==> config.mk <==
export PLATFORM = sky130hd
export DESIGN_NAME = nmcg_gate
export DESIGN_NICKNAME = d
export VERILOG_FILES = /design/src/verilog/nmcg_pkg.sv /design/src/verilog/nmcg_gate.sv
export VERILOG_INCLUDE_DIRS = /design/src /design/src/verilog
export SDC_FILE = /design/constraint.sdc
export NUM_CORES = 1
export LEC_CHECK = 0
export ABC_AREA = 1
export BUFFER_PORTS_ARGS = -buffer_cell sky130_fd_sc_hd__buf_2
export CAP_MARGIN = 20
export CORE_MARGIN = 2
export CORE_UTILIZATION = 25
export DETAILED_ROUTE_END_ITERATION = 10
export SLEW_MARGIN = 10
export SYNTH_ARGS = -nofsm -noshare
export SYNTH_HDL_FRONTEND = slang
export SYNTH_SLANG_ARGS = --single-unit
==> constraint.sdc <==
create_clock -name ref_clk -period 2 [get_ports ref_clk]
set_input_delay 0.4 -clock ref_clk [delete_from_list [all_inputs] [get_ports ref_clk]]
set_output_delay 0.4 -clock ref_clk [all_outputs]
set_load 0.02 [all_outputs]
==> src/verilog/nmcg_cfg.svh <==
// constants for the native mode configuration gate
`ifndef NMCG_CFG_SVH
`define NMCG_CFG_SVH
`define NMCG_ADDR_COMPAT 32'hFFFE100C
`define NMCG_ADDR_PFS9 32'hFFFE1024
`define NMCG_ADDR_STATUS 32'hFFFE1028
`define NMCG_NATIVE_KEY 32'h0000EAEF
`define NMCG_RESET_VAL 32'h00000000
`define NMCG_TX_HI 23
`define NMCG_TX_LO 21
`define NMCG_RTS_HI 14
`define NMCG_RTS_LO 12
`define NMCG_SEL_SERIAL1 3'h1
`endif

==> src/verilog/nmcg_pkg.sv <==
// types for the native mode configuration gate
package nmcg_pkg;
  typedef enum logic [1:0] {
    NMCG_COMPAT = 2'h1,
    NMCG_NATIVE = 2'h2
  } nmcg_mode_e;
endpackage

==> src/verilog/nmcg_gate.sv <==
// native mode gate and holding logic for configuration registers
// Operation
// - after reset the effective configuration is the legacy all-off one.
// - writing key 0x0000EAEF to the compat control word enters native mode.
// - in native mode the configuration registers take full effect.
// - reset clears every configuration register to zero.
// - fields [23:21] and [14:12] equal to 001 route serial port 1 tx/rts.
`timescale 1ns/1ps
`include "nmcg_cfg.svh"
module nmcg_gate
  import nmcg_pkg::*;
(
  input wire logic ref_clk,
  input wire logic srst,
  input wire logic [31:0] addr,
  input wire logic [31:0] wdata,
  input wire logic wr,
  input wire logic rd,
  output logic [31:0] rdata,
  output logic native_mode,
  output logic [31:0] pin_function_select_9_eff,
  output logic serial_port1_transmit_en,
  output logic serial_port1_request_to_send_en
);
  nmcg_mode_e mode_q;
  logic [31:0] compat_q;
  logic [31:0] pfs9_q;
  logic [31:0] pfs9_eff_q;
  logic [31:0] rdata_q;
  logic key_hit;

  assign key_hit = wr && (addr == `NMCG_ADDR_COMPAT)
    && (wdata == `NMCG_NATIVE_KEY);

  // mode state; only reset leaves native mode, as on the real part
  // key enters native
  always_ff @(posedge ref_clk)
  begin
    if (srst)
      mode_q <= NMCG_COMPAT;
    else
    begin
      case (mode_q)
        NMCG_COMPAT:
          if (key_hit)
            mode_q <= NMCG_NATIVE;
        NMCG_NATIVE:
          mode_q <= NMCG_NATIVE;
        default:
          mode_q <= NMCG_COMPAT;
      endcase
    end
  end

  // software-visible holding registers
  // clear on reset
  always_ff @(posedge ref_clk)
  begin
    if (srst)
    begin
      compat_q <= `NMCG_RESET_VAL;
      pfs9_q <= `NMCG_RESET_VAL;
    end
    else if (wr)
    begin
      if (addr == `NMCG_ADDR_COMPAT)
        compat_q <= wdata;
      if (addr == `NMCG_ADDR_PFS9)
        pfs9_q <= wdata;
    end
  end

  // effective copy drives the pins; held at zero until native mode
  // so a half-written set never reaches the balls
  // legacy until key
  always_ff @(posedge ref_clk)
  begin
    if (srst)
      pfs9_eff_q <= `NMCG_RESET_VAL;
    else if (key_hit && mode_q == NMCG_COMPAT)
      pfs9_eff_q <= (wr && addr == `NMCG_ADDR_PFS9) ? wdata : pfs9_q;
    else if (mode_q == NMCG_NATIVE)
      pfs9_eff_q <= (wr && addr == `NMCG_ADDR_PFS9) ? wdata : pfs9_q;
  end

  // read data, valid the cycle after the strobe; unmapped reads zero
  always_ff @(posedge ref_clk)
  begin
    if (srst)
      rdata_q <= `NMCG_RESET_VAL;
    else if (rd)
    begin
      case (addr)
        `NMCG_ADDR_COMPAT: rdata_q <= compat_q;
        `NMCG_ADDR_PFS9: rdata_q <= pfs9_q;
        `NMCG_ADDR_STATUS: rdata_q <= {31'h0, mode_q == NMCG_NATIVE};
        default: rdata_q <= `NMCG_RESET_VAL;
      endcase
    end
    else
      rdata_q <= `NMCG_RESET_VAL;
  end

  assign rdata = rdata_q;
  assign native_mode = (mode_q == NMCG_NATIVE);
  assign pin_function_select_9_eff = pfs9_eff_q;
  assign serial_port1_transmit_en =
    pfs9_eff_q[`NMCG_TX_HI:`NMCG_TX_LO] == `NMCG_SEL_SERIAL1;
  assign serial_port1_request_to_send_en =
    pfs9_eff_q[`NMCG_RTS_HI:`NMCG_RTS_LO] == `NMCG_SEL_SERIAL1;

  // decode helpers for the checks below; they are written apart from
  // the datapath so a slip in its address compare is not mirrored here
  logic wr_pfs9;
  logic wr_compat;
  logic rd_compat;
  logic rd_pfs9;
  logic rd_status;
  logic [`NMCG_TX_HI-`NMCG_TX_LO:0] tx_field;
  logic [`NMCG_RTS_HI-`NMCG_RTS_LO:0] rts_field;

  // plain address matches and field slices
  assign wr_pfs9 = wr && (addr == `NMCG_ADDR_PFS9);
  assign wr_compat = wr && (addr == `NMCG_ADDR_COMPAT);
  assign rd_compat = rd && (addr == `NMCG_ADDR_COMPAT);
  assign rd_pfs9 = rd && (addr == `NMCG_ADDR_PFS9);
  assign rd_status = rd && (addr == `NMCG_ADDR_STATUS);
  assign tx_field = pfs9_eff_q[`NMCG_TX_HI:`NMCG_TX_LO];
  assign rts_field = pfs9_eff_q[`NMCG_RTS_HI:`NMCG_RTS_LO];

  // the key write reaches native mode on the very next edge; software
  // may read status right after it
  key_enters_native_a: assert property (
    @(posedge ref_clk) disable iff (srst)
    key_hit
    |=> native_mode)
    else $error("key did not enter native mode");

  // only the exact key leaves compat mode; a near miss just lands in
  // the compat word
  compat_stays_a: assert property (
    @(posedge ref_clk) disable iff (srst)
    !native_mode && !key_hit
    |=> !native_mode)
    else $error("left compat mode without the key");

  // native mode is sticky; there is no way back in software
  // short of a reset
  native_sticky_a: assert property (
    @(posedge ref_clk) disable iff (srst)
    native_mode
    |=> native_mode)
    else $error("native mode dropped");

  // the state register only ever holds one of its two one-hot codes
  // (a stray code would be pulled back to compat by the default branch)
  mode_legal_a: assert property (
    @(posedge ref_clk) disable iff (srst)
    (mode_q == NMCG_COMPAT) ||
    (mode_q == NMCG_NATIVE))
    else $error("mode register holds an illegal code");

  // nothing reaches the pins before native mode, however much has been
  // written to the holding registers
  compat_pins_off_a: assert property (
    @(posedge ref_clk) disable iff (srst)
    !native_mode
    |-> pfs9_eff_q == `NMCG_RESET_VAL)
    else $error("effective config leaked in compat mode");

  // neither serial port function is routed while still in compat mode
  // (the legacy ball functions stay in place)
  routes_off_compat_a: assert property (
    @(posedge ref_clk) disable iff (srst)
    !native_mode
    |-> !serial_port1_transmit_en && !serial_port1_request_to_send_en)
    else $error("serial port routed in compat mode");

  // any write to the compat word is stored as written, key or not,
  // so software can read back what it wrote
  compat_write_a: assert property (
    @(posedge ref_clk) disable iff (srst)
    wr_compat
    |=> compat_q == $past(wdata))
    else $error("compat word write lost");

  // the compat word only moves on its own write
  // (reset is masked by the disable clause)
  compat_hold_a: assert property (
    @(posedge ref_clk) disable iff (srst)
    !wr_compat
    |=> $stable(compat_q))
    else $error("compat word changed without a write");

  // a write to the select register is held in the holding copy
  // whatever the mode
  pfs9_write_a: assert property (
    @(posedge ref_clk) disable iff (srst)
    wr_pfs9
    |=> pfs9_q == $past(wdata))
    else $error("select register write lost");

  // the holding copy keeps its value between writes, so a setting
  // made early in compat mode is still there when the key arrives
  pfs9_hold_a: assert property (
    @(posedge ref_clk) disable iff (srst)
    !wr_pfs9
    |=> $stable(pfs9_q))
    else $error("held select value changed without a write");

  // at the key the held value goes to the pins in one step; the whole
  // set switches together
  held_applied_a: assert property (
    @(posedge ref_clk) disable iff (srst)
    key_hit && !native_mode
    |=> pfs9_eff_q == $past(pfs9_q))
    else $error("held value not applied at key");

  // once native, the pins follow the register one cycle behind, or the
  // word just written when a write lands on the select register
  native_tracks_a: assert property (
    @(posedge ref_clk) disable iff (srst)
    native_mode ##1 native_mode
    |-> pfs9_eff_q == ($past(wr_pfs9) ? $past(wdata) : $past(pfs9_q)))
    else $error("native mode does not track register");

  // in native mode a new select word reaches the pins on the next edge
  // with no extra key write
  native_write_a: assert property (
    @(posedge ref_clk) disable iff (srst)
    native_mode && wr_pfs9
    |=> pfs9_eff_q == $past(wdata))
    else $error("native write did not reach the pins");

  // a second key write in native mode changes nothing at the pins
  // (the key is harmless to repeat)
  native_rekey_a: assert property (
    @(posedge ref_clk) disable iff (srst)
    native_mode && key_hit
    |=> pfs9_eff_q == $past(pfs9_q))
    else $error("repeated key disturbed the pins");

  // reset clears every configuration register and leaves native mode
  // (checked on the edge after each reset cycle)
  reset_clears_a: assert property (
    @(posedge ref_clk)
    $past(srst)
    |-> compat_q == `NMCG_RESET_VAL && pfs9_q == `NMCG_RESET_VAL &&
      !native_mode)
    else $error("reset did not clear configuration");

  // the applied copy and the read port come out of reset at zero too,
  // so no routing is left over from before the reset
  reset_pins_off_a: assert property (
    @(posedge ref_clk)
    $past(srst)
    |-> pfs9_eff_q == `NMCG_RESET_VAL && rdata == `NMCG_RESET_VAL)
    else $error("outputs not cleared by reset");

  // transmit is routed exactly when its field holds the serial code
  // checked against the helper slice, not the output expression
  tx_route_a: assert property (
    @(posedge ref_clk) disable iff (srst)
    serial_port1_transmit_en == (tx_field == `NMCG_SEL_SERIAL1))
    else $error("transmit routing wrong");

  // request-to-send likewise, from its own field
  rts_route_a: assert property (
    @(posedge ref_clk) disable iff (srst)
    serial_port1_request_to_send_en == (rts_field == `NMCG_SEL_SERIAL1))
    else $error("rts routing wrong");

  // reads return the holding copies one cycle after the strobe
  read_compat_a: assert property (
    @(posedge ref_clk) disable iff (srst)
    rd_compat
    |=> rdata == $past(compat_q))
    else $error("compat read data wrong");

  // the held select word reads back even before native mode
  read_pfs9_a: assert property (
    @(posedge ref_clk) disable iff (srst)
    rd_pfs9
    |=> rdata == $past(pfs9_q))
    else $error("select read data wrong");

  // the status word shows native mode in bit zero, all else zero
  read_status_a: assert property (
    @(posedge ref_clk) disable iff (srst)
    rd_status
    |=> rdata == {31'h0, $past(native_mode)})
    else $error("status read data wrong");

  // read data stands for one cycle only; with no read it is zero
  // so a stale word cannot be mistaken for a fresh answer
  read_idle_a: assert property (
    @(posedge ref_clk) disable iff (srst)
    !rd
    |=> rdata == `NMCG_RESET_VAL)
    else $error("read data not cleared after the read");
endmodule

==> results of run 1 <==
-- power groups by stage --
stage / Combinational, mW / Clock [mW] / Sequential [mW]
global placement: 0.192 / 0 / 2.65
CTS: 0.193 / 3.11 / 2.59
finish: 0.195 / 3.06 / 2.59
global route: 0.215 / 3.24 / 2.59
detailed placement: 0.193 / 0 / 2.65
floorplan: 0.0745 / 0 / 2.65
-- layout make-up --
cell class	count	area [sq um]	share of cell area (%)
well taps	285	357	4.94
clock buffers	17	425	5.89
multi-input cells	511	2380	33.0
clock inverters	15	160	2.22
flip-flops and latches	130	2600	36.1
inverters	104	390	5.41
repair buffers	151	898	12.4
-- per-stage QoR --
stage / std cells / util [%]
CTS: 1213 / 32.2
detailed placement: 1181 / 29.6
floorplan: 802 / -
finish: 1213 / 32.2
global placement: 1181 / 29.6
global route: 1213 / 32.2
-- cells by family after synthesis --
group / Yosys count
DFF: 130
AOI/OAI and AO/OA: 156
and+or+nand+nor: 353
buffers and inverters: 161
adders and majority gates: 2
-- how the worst min path moves through the flow --
stage / endpoint / slack (ps) / from
finish: compat_q[15]$_SDFFE_PP0P_ / 290 / wdata[15]
global route: compat_q[15]$_SDFFE_PP0P_ / 290 / wdata[15]
CTS: compat_q[15]$_SDFFE_PP0P_ / 270 / wdata[15]
detailed placement: compat_q[1]$_SDFFE_PP0P_ / 440 / compat_q[1]$_SDFFE_PP0P_
global placement: compat_q[12]$_SDFFE_PP0P_ / 430 / compat_q[12]$_SDFFE_PP0P_
floorplan: compat_q[1]$_SDFFE_PP0P_ / 420 / compat_q[1]$_SDFFE_PP0P_
-- flip-flops by register name (all words and copies together) (netlist names) --
signal                     cells
rdata                         32
mode_q                         2
pfs9_q                        32
compat_q                      32
pin_function_select_9_eff     32
-- placed cells by master, fill, tap and decap left out, drive strengths merged, types with 2 or more instances in the layout --
cell type,instances
bufinv,2
nand3,79
nand4,35
dfxtp,130
nor3,2
o21ai,50
inv,106
clkinv,9
clkbuf,17
a21oi,104
clkinvlp,2
nand2,142
ha,2
buf,151
nor2,94
-- critical path, delay by kind of cell, from the launching register on --
family	cells	cell delay, ps
buffers and inverters	2	230
adder cells (fa/ha/maj)	1	230
flip-flops	1	350
-- layer usage --
layer | up-vias | track usage [%] | wire length (um)
met5 | - | 0 | 0
met4 | 0 | 4.14 | 248
met3 | 18 | 3.11 | 1130
met2 | 192 | 23.3 | 8250
met1 | 2598 | 17.9 | 7140
li1 | 2816 | - | -
==> metrics.yaml, run 1 <==
grt_pass1_vias: 5056
p_int_mw: 4.50
final_area_sq_mm: 0.00722
cp.arrival_ps: 1220
hp-class: "in2reg"
worst_ir_drop_vdd_v: 0.000487
drv_cap: 0
post-route-period-util_pct: 81.1
syn_nets: 872
core_area_sq_mm: 0.0224
place_ws_ps: -7.53
start_kind: "flip-flop"
path_clk_slew_ps: 60
finalHoldWorstSlack_ps: 290
ios: 135
critPathMaxFanout: 3
clock_sinks: 130
drc: 0
grt_use_total_pct: 13.9
synth_area_leaders: "dfxtp_1 (46%), nand2_1 (9.3%), a21oi_1 (9.2%)"
detail_route.vias_per_cell: 4.64
cp-startpoint: "mode_q[0]$_SDFFE_PP1P_"
total_power_mw: 5.85
hold_buffers: 0
yosysTopAreaCell: "dfxtp_1"
max_freq_ghz: 0.617
wl_per_cell_um: 13.8
antenna_found_initial: 0
insertion_delay_ps: 410
synthAdderAreaFrac_pct: 0.442
cts_resized: 0
fillCellCount: 2455
skew_ps: 6.21
cts_setup_buffers: 0
detail-route-antenna-nets: 0
synth_xor_area_share_pct: 0
muxShareOfSynthArea_pct: 0
reg2regPathDepth: 7
htreeDepth: 4
synth_edf_count: 0
fin_ws_ps: 378
seqPwrFrac_pct: 44.3
synth_area_per_cell_sq_um: 7.07
die_area_sq_mm: 0.0239
r2r-end: "rdata[0]$_SDFF_PP0_"
r2r_start: "mode_q[0]$_SDFFE_PP1P_"
dp.final_hpwl_um: 11900
drive_gt1_share_pct: 20.8
comb_power_share_pct: 3.3
start_util_pct: 25.3
cts_tree: "built"
routed_wl_um: 16800
worst_pin_slew_ps: 489
p_leak_nw: 3.29
critPathCaptureType: "output port"
area_growth_pct: 27.3
synthTopCellsByCount: "nand2_1 (141), dfxtp_1 (130), a21oi_1 (104), inv_1 (103), nor2_1 (90)"
ys_warn_count: 0
ys_seq_elements: 130
port-buffer-count: 134
fp-row-count: 55
cts-root-buf: "clkbuf_16"
crit_end: "native_mode"
place_congestion: 0.831
num_vias: 5624
required_ps: 1600
seq_area_frac_synth_pct: 45.9
synthesis.area_sq_mm: 0.00567
r2r_slack_ps: 560
power_frac_clock_pct: 52.4
rsz0062_at_grt: "no"
critPathKind: "reg2out"
slowest_delay_ps: 350
numCtsBuffers: 17
final_nets: 985
power-per-cell-area_mw_per_mm2: 810
swShare_pct: 23.0
drt_first_pass_iters: 6
hold_path_depth: 3
layout_min_cycle_time_ps: 1620
status: "finished, final reports clean"
cp_slowest_cell: "dfxtp_1"
synthArstFlopShare_pct: 0
finalSetupTns_ps: 0
setup_viol: 0
grt_overflow: 0
grt_pass1_wl_um: 26100
fp.dieW_um: 155
synthMostInstantiatedCell: "nand2_1"
grt_max_degree: 65
synthesis.instances: 802
synth_top_family_by_area: "simple AND/OR/NAND/NOR gates"
path_cells: "inv_1 -> ha_1 -> buf_2"
ys.flop_type: "dfxtp_1"
synth_simple_gate_area_share_pct: 27.5
netSwitchingPower_mw: 1.34
die_y_um: 155
cts_buffer_depth: 2
dpl_cell_area_sq_mm: 0.00663
synth_top_area_share_pct: 45.9
slew_violations: 0
hold_viol: 0
n_antenna_cell: 0
drtIter0Drc: 390
synth-compound-area-share_pct: 14.0
relSlewSlack_pct: 67.4
ys_types: 23
No activity file was read; power rests on OpenSTA's default activity.
==> inputs of run 2 (changes only) <==
==> constraint.sdc (replaced) <==
create_clock -name ref_clk -period 1.5 [get_ports ref_clk]
set_input_delay 0.3 -clock ref_clk [delete_from_list [all_inputs] [get_ports ref_clk]]
set_output_delay 0.3 -clock ref_clk [all_outputs]
set_load 0.02 [all_outputs]
==> metrics.yaml, run 2 (synthesized netlist as in run 1, its figures left out) <==
die_area_sq_mm: 0.0239  # unchanged
fp-row-count: 55  # unchanged
grt_overflow: 0  # unchanged
hp-class: "in2reg"
comb_power_share_pct: 4.1  # +0.8 points
drc: 0  # unchanged
grt_max_degree: 65  # unchanged
skew_ps: 10.3  # +4.10 ps
dpl_cell_area_sq_mm: 0.00721  # +8.7%
cts_tree: "built"
total_power_mw: 8.30  # +42%
drt_first_pass_iters: 6  # unchanged
clock_sinks: 130  # unchanged
final_nets: 1050  # +6.6%
dp_cells: 1244  # +5.3%
detail_route.vias_per_cell: 4.50  # -2.9%
cp_slowest_cell: "dfxtp_2"
worst_ir_drop_vdd_v: 0.000600  # +23%
path_clk_slew_ps: 60  # about the same
p_int_mw: 6.54  # +45%
start_util_pct: 25.3  # unchanged
die_y_um: 155  # unchanged
dp.final_hpwl_um: 12600  # +6.2%
relSlewSlack_pct: 68.5  # +1.1 points
netSwitchingPower_mw: 1.76  # +31%
swShare_pct: 21.3  # -1.7 points
fin_cells: 1278  # +5.4%
fp.dieW_um: 155  # unchanged
status: "finished, final reports clean"
rsz0062_at_grt: "yes"
power-per-cell-area_mw_per_mm2: 1050  # +29%
detail-route-antenna-nets: 0  # unchanged
area_growth_pct: 39.7
setup_viol: 0  # unchanged
drive_gt1_share_pct: 26.9  # +6.1 points
num_vias: 5752  # +2.3%
final_area_sq_mm: 0.00792  # +9.7%
finalSetupTns_ps: 0  # unchanged
grt_pass1_vias: 5252  # +3.9%
routed_wl_um: 17700  # +5.4%
critPathCaptureType: "output port"
grt_pass1_wl_um: 27300  # +4.8%
layout_min_cycle_time_ps: 1420
final_common_cell: "nand2_1"
wl_per_cell_um: 13.8  # about the same
drv_cap: 0  # unchanged
critPathKind: "reg2out"
cts_buffer_depth: 2  # unchanged
path_cells: "inv_1 -> ha_2 -> buf_4"
hold_viol: 0  # unchanged
grt_use_total_pct: 14.6  # +0.68 points
worst_pin_slew_ps: 473  # -15.8 ps
slowest_delay_ps: 330  # -20 ps
critPathMaxFanout: 3  # unchanged
required_ps: 1200  # -400 ps
ios: 135  # unchanged
cts-root-buf: "clkbuf_16"
start_kind: "flip-flop"
power_frac_clock_pct: 54.4  # +2.0 points
r2r_slack_ps: 140  # -420 ps
final_cell_mix: "nand2_1 (140), buf_2 (132), dfxtp_1 (128), a21oi_1 (104), inv_1 (102)"
htreeDepth: 4  # unchanged
port-buffer-count: 134  # unchanged
antenna_found_initial: 1  # +1
numCtsBuffers: 17  # unchanged
drtIter0Drc: 299  # -23%
slew_violations: 0  # unchanged
cp.arrival_ps: 1120  # -100 ps
p_leak_nw: 3.67  # +12%
n_antenna_cell: 0  # unchanged
max_freq_ghz: 0.706
place_congestion: 0.806  # -2.9%
core_area_sq_mm: 0.0224  # unchanged
seqPwrFrac_pct: 41.6  # -2.7 points
fillCellCount: 2374  # -3.3%
insertion_delay_ps: 410  # about the same
post-route-period-util_pct: 94.4
-- run 2: what timing repair did --
item,4_1_cts,5_1_grt
hold buffers,0,0
gates resized for setup,0,11
setup endpoints to repair,0,36
buffers inserted,0,0
-- run 2: final timing paths --
kind / to / depth (start not counted) / start
setup / recovery: native_mode / 3 / mode_q[0]$_SDFFE_PP1P_
hold / removal: compat_q[8]$_SDFFE_PP0P_ / 4 / wdata[8]
setup reg to reg: pin_function_select_9_eff[12]$_SDFFE_PP0P_ / 6 / mode_q[1]$_SDFFE_PP0P_
hold reg to reg: compat_q[14]$_SDFFE_PP0P_ / 2 / compat_q[14]$_SDFFE_PP0P_
-- run 2: layout make-up --
cell class / instances / area (sq um) / share of cell area, %
multi-input combinational: 511 / 2410 / 30.4
sequential: 130 / 2610 / 32.9
clock buffer: 21 / 470 / 5.94
tap: 285 / 357 / 4.50
clock inverter: 11 / 175 / 2.21
timing repair buffer: 216 / 1510 / 19.1
inverter: 104 / 390 / 4.93
-- run 2: critical path: cells and delay by family, from the launching register on --
| kind | cells | cell delay (ps) |
|---|---|---|
| flip-flops | 1 | 330 |
| buffers and inverters | 2 | 200 |
| adder cells (fa/ha/maj) | 1 | 180 |
-- run 2: power groups by stage --
stage | Combinational, mW | Clock (mW) | Sequential (mW)
2_1_floorplan | 0.0994 | 0 | 3.53
3_5_place_dp | 0.335 | 0 | 3.53
6_report | 0.337 | 4.52 | 3.45
3_3_place_gp | 0.333 | 0 | 3.53
4_1_cts | 0.336 | 4.57 | 3.45
5_1_grt | 0.371 | 4.73 | 3.45
-- run 2: metrics by stage --
step	hold WS (ps)	utilization [%]	worst slack, ps
after global routing	302	35.3	-14.9
after global placement	431	32.1	-352
after detailed placement	438	32.1	-358
after floorplan	425	-	-0.492
final	289	35.3	83.5
after CTS	284	35.0	5.12
-- run 2: metal layers --
metal  vias to the layer above  routed length, um  track usage (%)
met4                         2                230             3.75
met2                       134               9030             26.3
met3                        17                709             2.77
li1                       2942                  -                -
met5                         -                  7                0
met1                      2657               7690             17.8
==> inputs of run 3 (changes only) <==
--- a/config.mk
+++ b/config.mk
@@ -6,12 +6,12 @@
 export SDC_FILE = /design/constraint.sdc
 export NUM_CORES = 1
 export LEC_CHECK = 0
-export ABC_AREA = 1
 export BUFFER_PORTS_ARGS = -buffer_cell sky130_fd_sc_hd__buf_2
 export CAP_MARGIN = 20
 export CORE_MARGIN = 2
 export CORE_UTILIZATION = 25
 export DETAILED_ROUTE_END_ITERATION = 10
+export PLACE_DENSITY_LB_ADDON = 0.12
 export SLEW_MARGIN = 10
 export SYNTH_ARGS = -nofsm -noshare
 export SYNTH_HDL_FRONTEND = slang
==> metrics.yaml, run 3 <==
grt_pass1_vias: 4705  # -10%
grt_max_degree: 100  # +54%
post-route-period-util_pct: 119  # +25 points
cp-startpoint: "wdata[26]"
hp-class: "in2reg"
status: "complete, but fails checks"
detail_route.vias_per_cell: 4.64  # +3.0%
syn_nets: 586  # -33%
cts_buffer_depth: 2  # unchanged
critPathCaptureType: "flip-flop"
htreeDepth: 4  # unchanged
synth_area_leaders: "dfxtp_1 (52%), a221oi_2 (9.1%), nor2_1 (7.7%)"
grt_use_met1_pct: 19.3  # +1.5 points
synthArstFlopShare_pct: 0  # unchanged
slew_violations: 0  # unchanged
detail-route-antenna-nets: 0  # unchanged
grt_pass1_wl_um: 25800  # -5.5%
critPathMaxFanout: 10  # +7
antenna_found_initial: 6  # +5
path_clk_slew_ps: 60  # about the same
grt_use_total_pct: 15.8  # +1.2 points
skew_ps: 10.1  # -0.249 ps
die_area_sq_mm: 0.0210  # -12%
power-per-cell-area_mw_per_mm2: 1110  # +5.7%
setup_viol: 77  # +77
rsz0062_at_grt: "yes"
start_util_pct: 25.5  # +0.26 points
grtUsageMet2_pct: 25.7  # -0.58 points
drv_cap: 0  # unchanged
drc: 0  # unchanged
grt_overflow: 0  # unchanged
port-buffer-count: 134  # unchanged
required_ps: 1830  # +630 ps
synth_edf_count: 0  # unchanged
fp.dieW_um: 145  # -6.2%
core_area_sq_mm: 0.0195  # -13%
yosysTopAreaCell: "dfxtp_1"
ys_seq_elements: 130  # unchanged
routed_wl_um: 17400  # -1.6%
synthMostInstantiatedCell: "dfxtp_1"
use_met3_pct: 5.06  # +2.3 points
num_vias: 4622  # -20%
synthesis.area_sq_mm: 0.00497  # -12%
r2r_slack_ps: -250  # -390 ps
synthTopCellsByCount: "dfxtp_1 (130), nor2_1 (102), nand2_1 (69)"
fin_ws_ps: -292  # -376 ps
synthesis.instances: 516  # -36%
insertion_delay_ps: 420  # about the same
die_y_um: 145  # -6.2%
grt_busiest_layer: "met2"
hold_viol: 0  # unchanged
cp.arrival_ps: 2120  # +1000 ps
start_kind: "input port"
critPathKind: "in2reg"
worst_pin_slew_ps: 562  # +89.3 ps
r2r_start: "mode_q[1]$_SDFFE_PP0P_"
synth_top_area_share_pct: 52.4  # +6.5 points
final_nets: 784  # -25%
fp-row-count: 51  # -7.3%
clock_sinks: 130  # unchanged
final_common_cell: "dfxtp_1"
numCtsBuffers: 17  # unchanged
p_leak_nw: 3.17  # -14%
worst_ir_drop_vdd_v: 0.000718  # +20%
cts_tree: "built"
place_congestion: 0.808  # +0.16%
violations: "negative setup slack"
final_core_util_pct: 42.5  # +7.2 points
seq_area_frac_synth_pct: 52.4  # +6.5 points
final_cell_mix: "dfxtp_1 (127), buf_2 (120), nor2_1 (75), nand2_1 (63), buf_4 (60)"
relSlewSlack_pct: 62.5  # -6.0 points
wl_per_cell_um: 17.4  # +26%
cts-root-buf: "clkbuf_16"
max_freq_ghz: 0.558  # -21%
dp.final_hpwl_um: 11100  # -12%
layout_min_cycle_time_ps: 1790  # +376 ps
ys.flop_type: "dfxtp_1"
drt_first_pass_iters: 4  # -2
total_power_mw: 9.18  # +10%
holdCritStartpoint: "wdata[29]"
ys_warn_count: 0  # unchanged
synth_area_per_cell_sq_um: 9.63  # +36%
area_growth_pct: 66.6
ys_types: 32  # +39%
drive_gt1_share_pct: 52.5  # +26 points
ios: 135  # unchanged
drtIter0Drc: 184  # -38%
## run 3: changes by cell type after synthesis, moves of 33 or more
cell     delta
a21oi_1    -71
o21ai_0    -49
mux2i_1    +33
nand3_1    -78
nand2_1    -72
inv_1     -100
## run 3: worst paths after layout
path / endpoint / cells after the start
worst min register to register: compat_q[11]$_SDFFE_PP0P_ / 2
worst min-delay path: compat_q[29]$_SDFFE_PP0P_ / 3
worst max register to register: pin_function_select_9_eff[17]$_SDFFE_PP0P_ / 6
worst max-delay path: pin_function_select_9_eff[17]$_SDFFE_PP0P_ / 8
## run 3: final cells by class
type	instances	area (sq um)
Antenna cell	5	12.5
Clock buffer	20	457
Tap cell	265	332
Timing Repair Buffer	224	1780
Inverter	3	13.8
Multi-Input combinational cell	338	2920
Clock inverter	12	154
Sequential cell	130	2610
Fill cell	1893	11200
## run 3: repair_timing
action                                  4_1_cts  5_1_grt
pin swaps                                     6        8
gates cloned                                  3        7
hold buffers                                  0        0
buffers inserted                              6        5
endpoints found under the setup margin      119      133
resized for setup                            70      103
## run 3: per-stage QoR
stage | setup WS (ps) | hold slack (ps) | cell area, sq um | setup TNS (ps) | cells
after global routing | -362 | 192 | 8270 | -19610 | 995
after floorplan | -441 | 432 | 5200 | -31180 | 516
after detailed placement | -1040 | 447 | 6520 | -79580 | 942
after CTS | -294 | 172 | 7680 | -10040 | 983
final | -292 | 185 | 8280 | -13900 | 997
after global placement | -1060 | 438 | 6520 | -77220 | 942
## run 3: per-layer routing
metal	vias up	wire length (um)
met5	-	9
met1	2242	7710
met3	27	951
met2	109	8270
li1	2242	-
met4	2	445
## run 3: cells by family after synthesis
family	Yosys count	share of synthesized area (%)
flip-flops	130	52.4
AO/OA/AOI/OAI	100	18.0
buffers and inverters	48	4.36
multiplexers	34	6.88
XOR/XNOR	1	0.176
adder cells (fa/ha/maj)	2	0.504
AND/OR/NAND/NOR	201	17.7
## run 3: critical path, stage by stage
cell       delay, ps
buf_8            100
nor4_4           290
buf_4            160
nand4_1          140
nor2_1           150
or4b_4           540
clkbuf_16        210
a221oi_2         220
## run 3: where the power goes
part           internal [mW]  switching (mW)  total [mW]
logic                  0.553           0.637        1.19
registers               3.58          0.0873        3.67
clock network           2.71            1.61        4.32
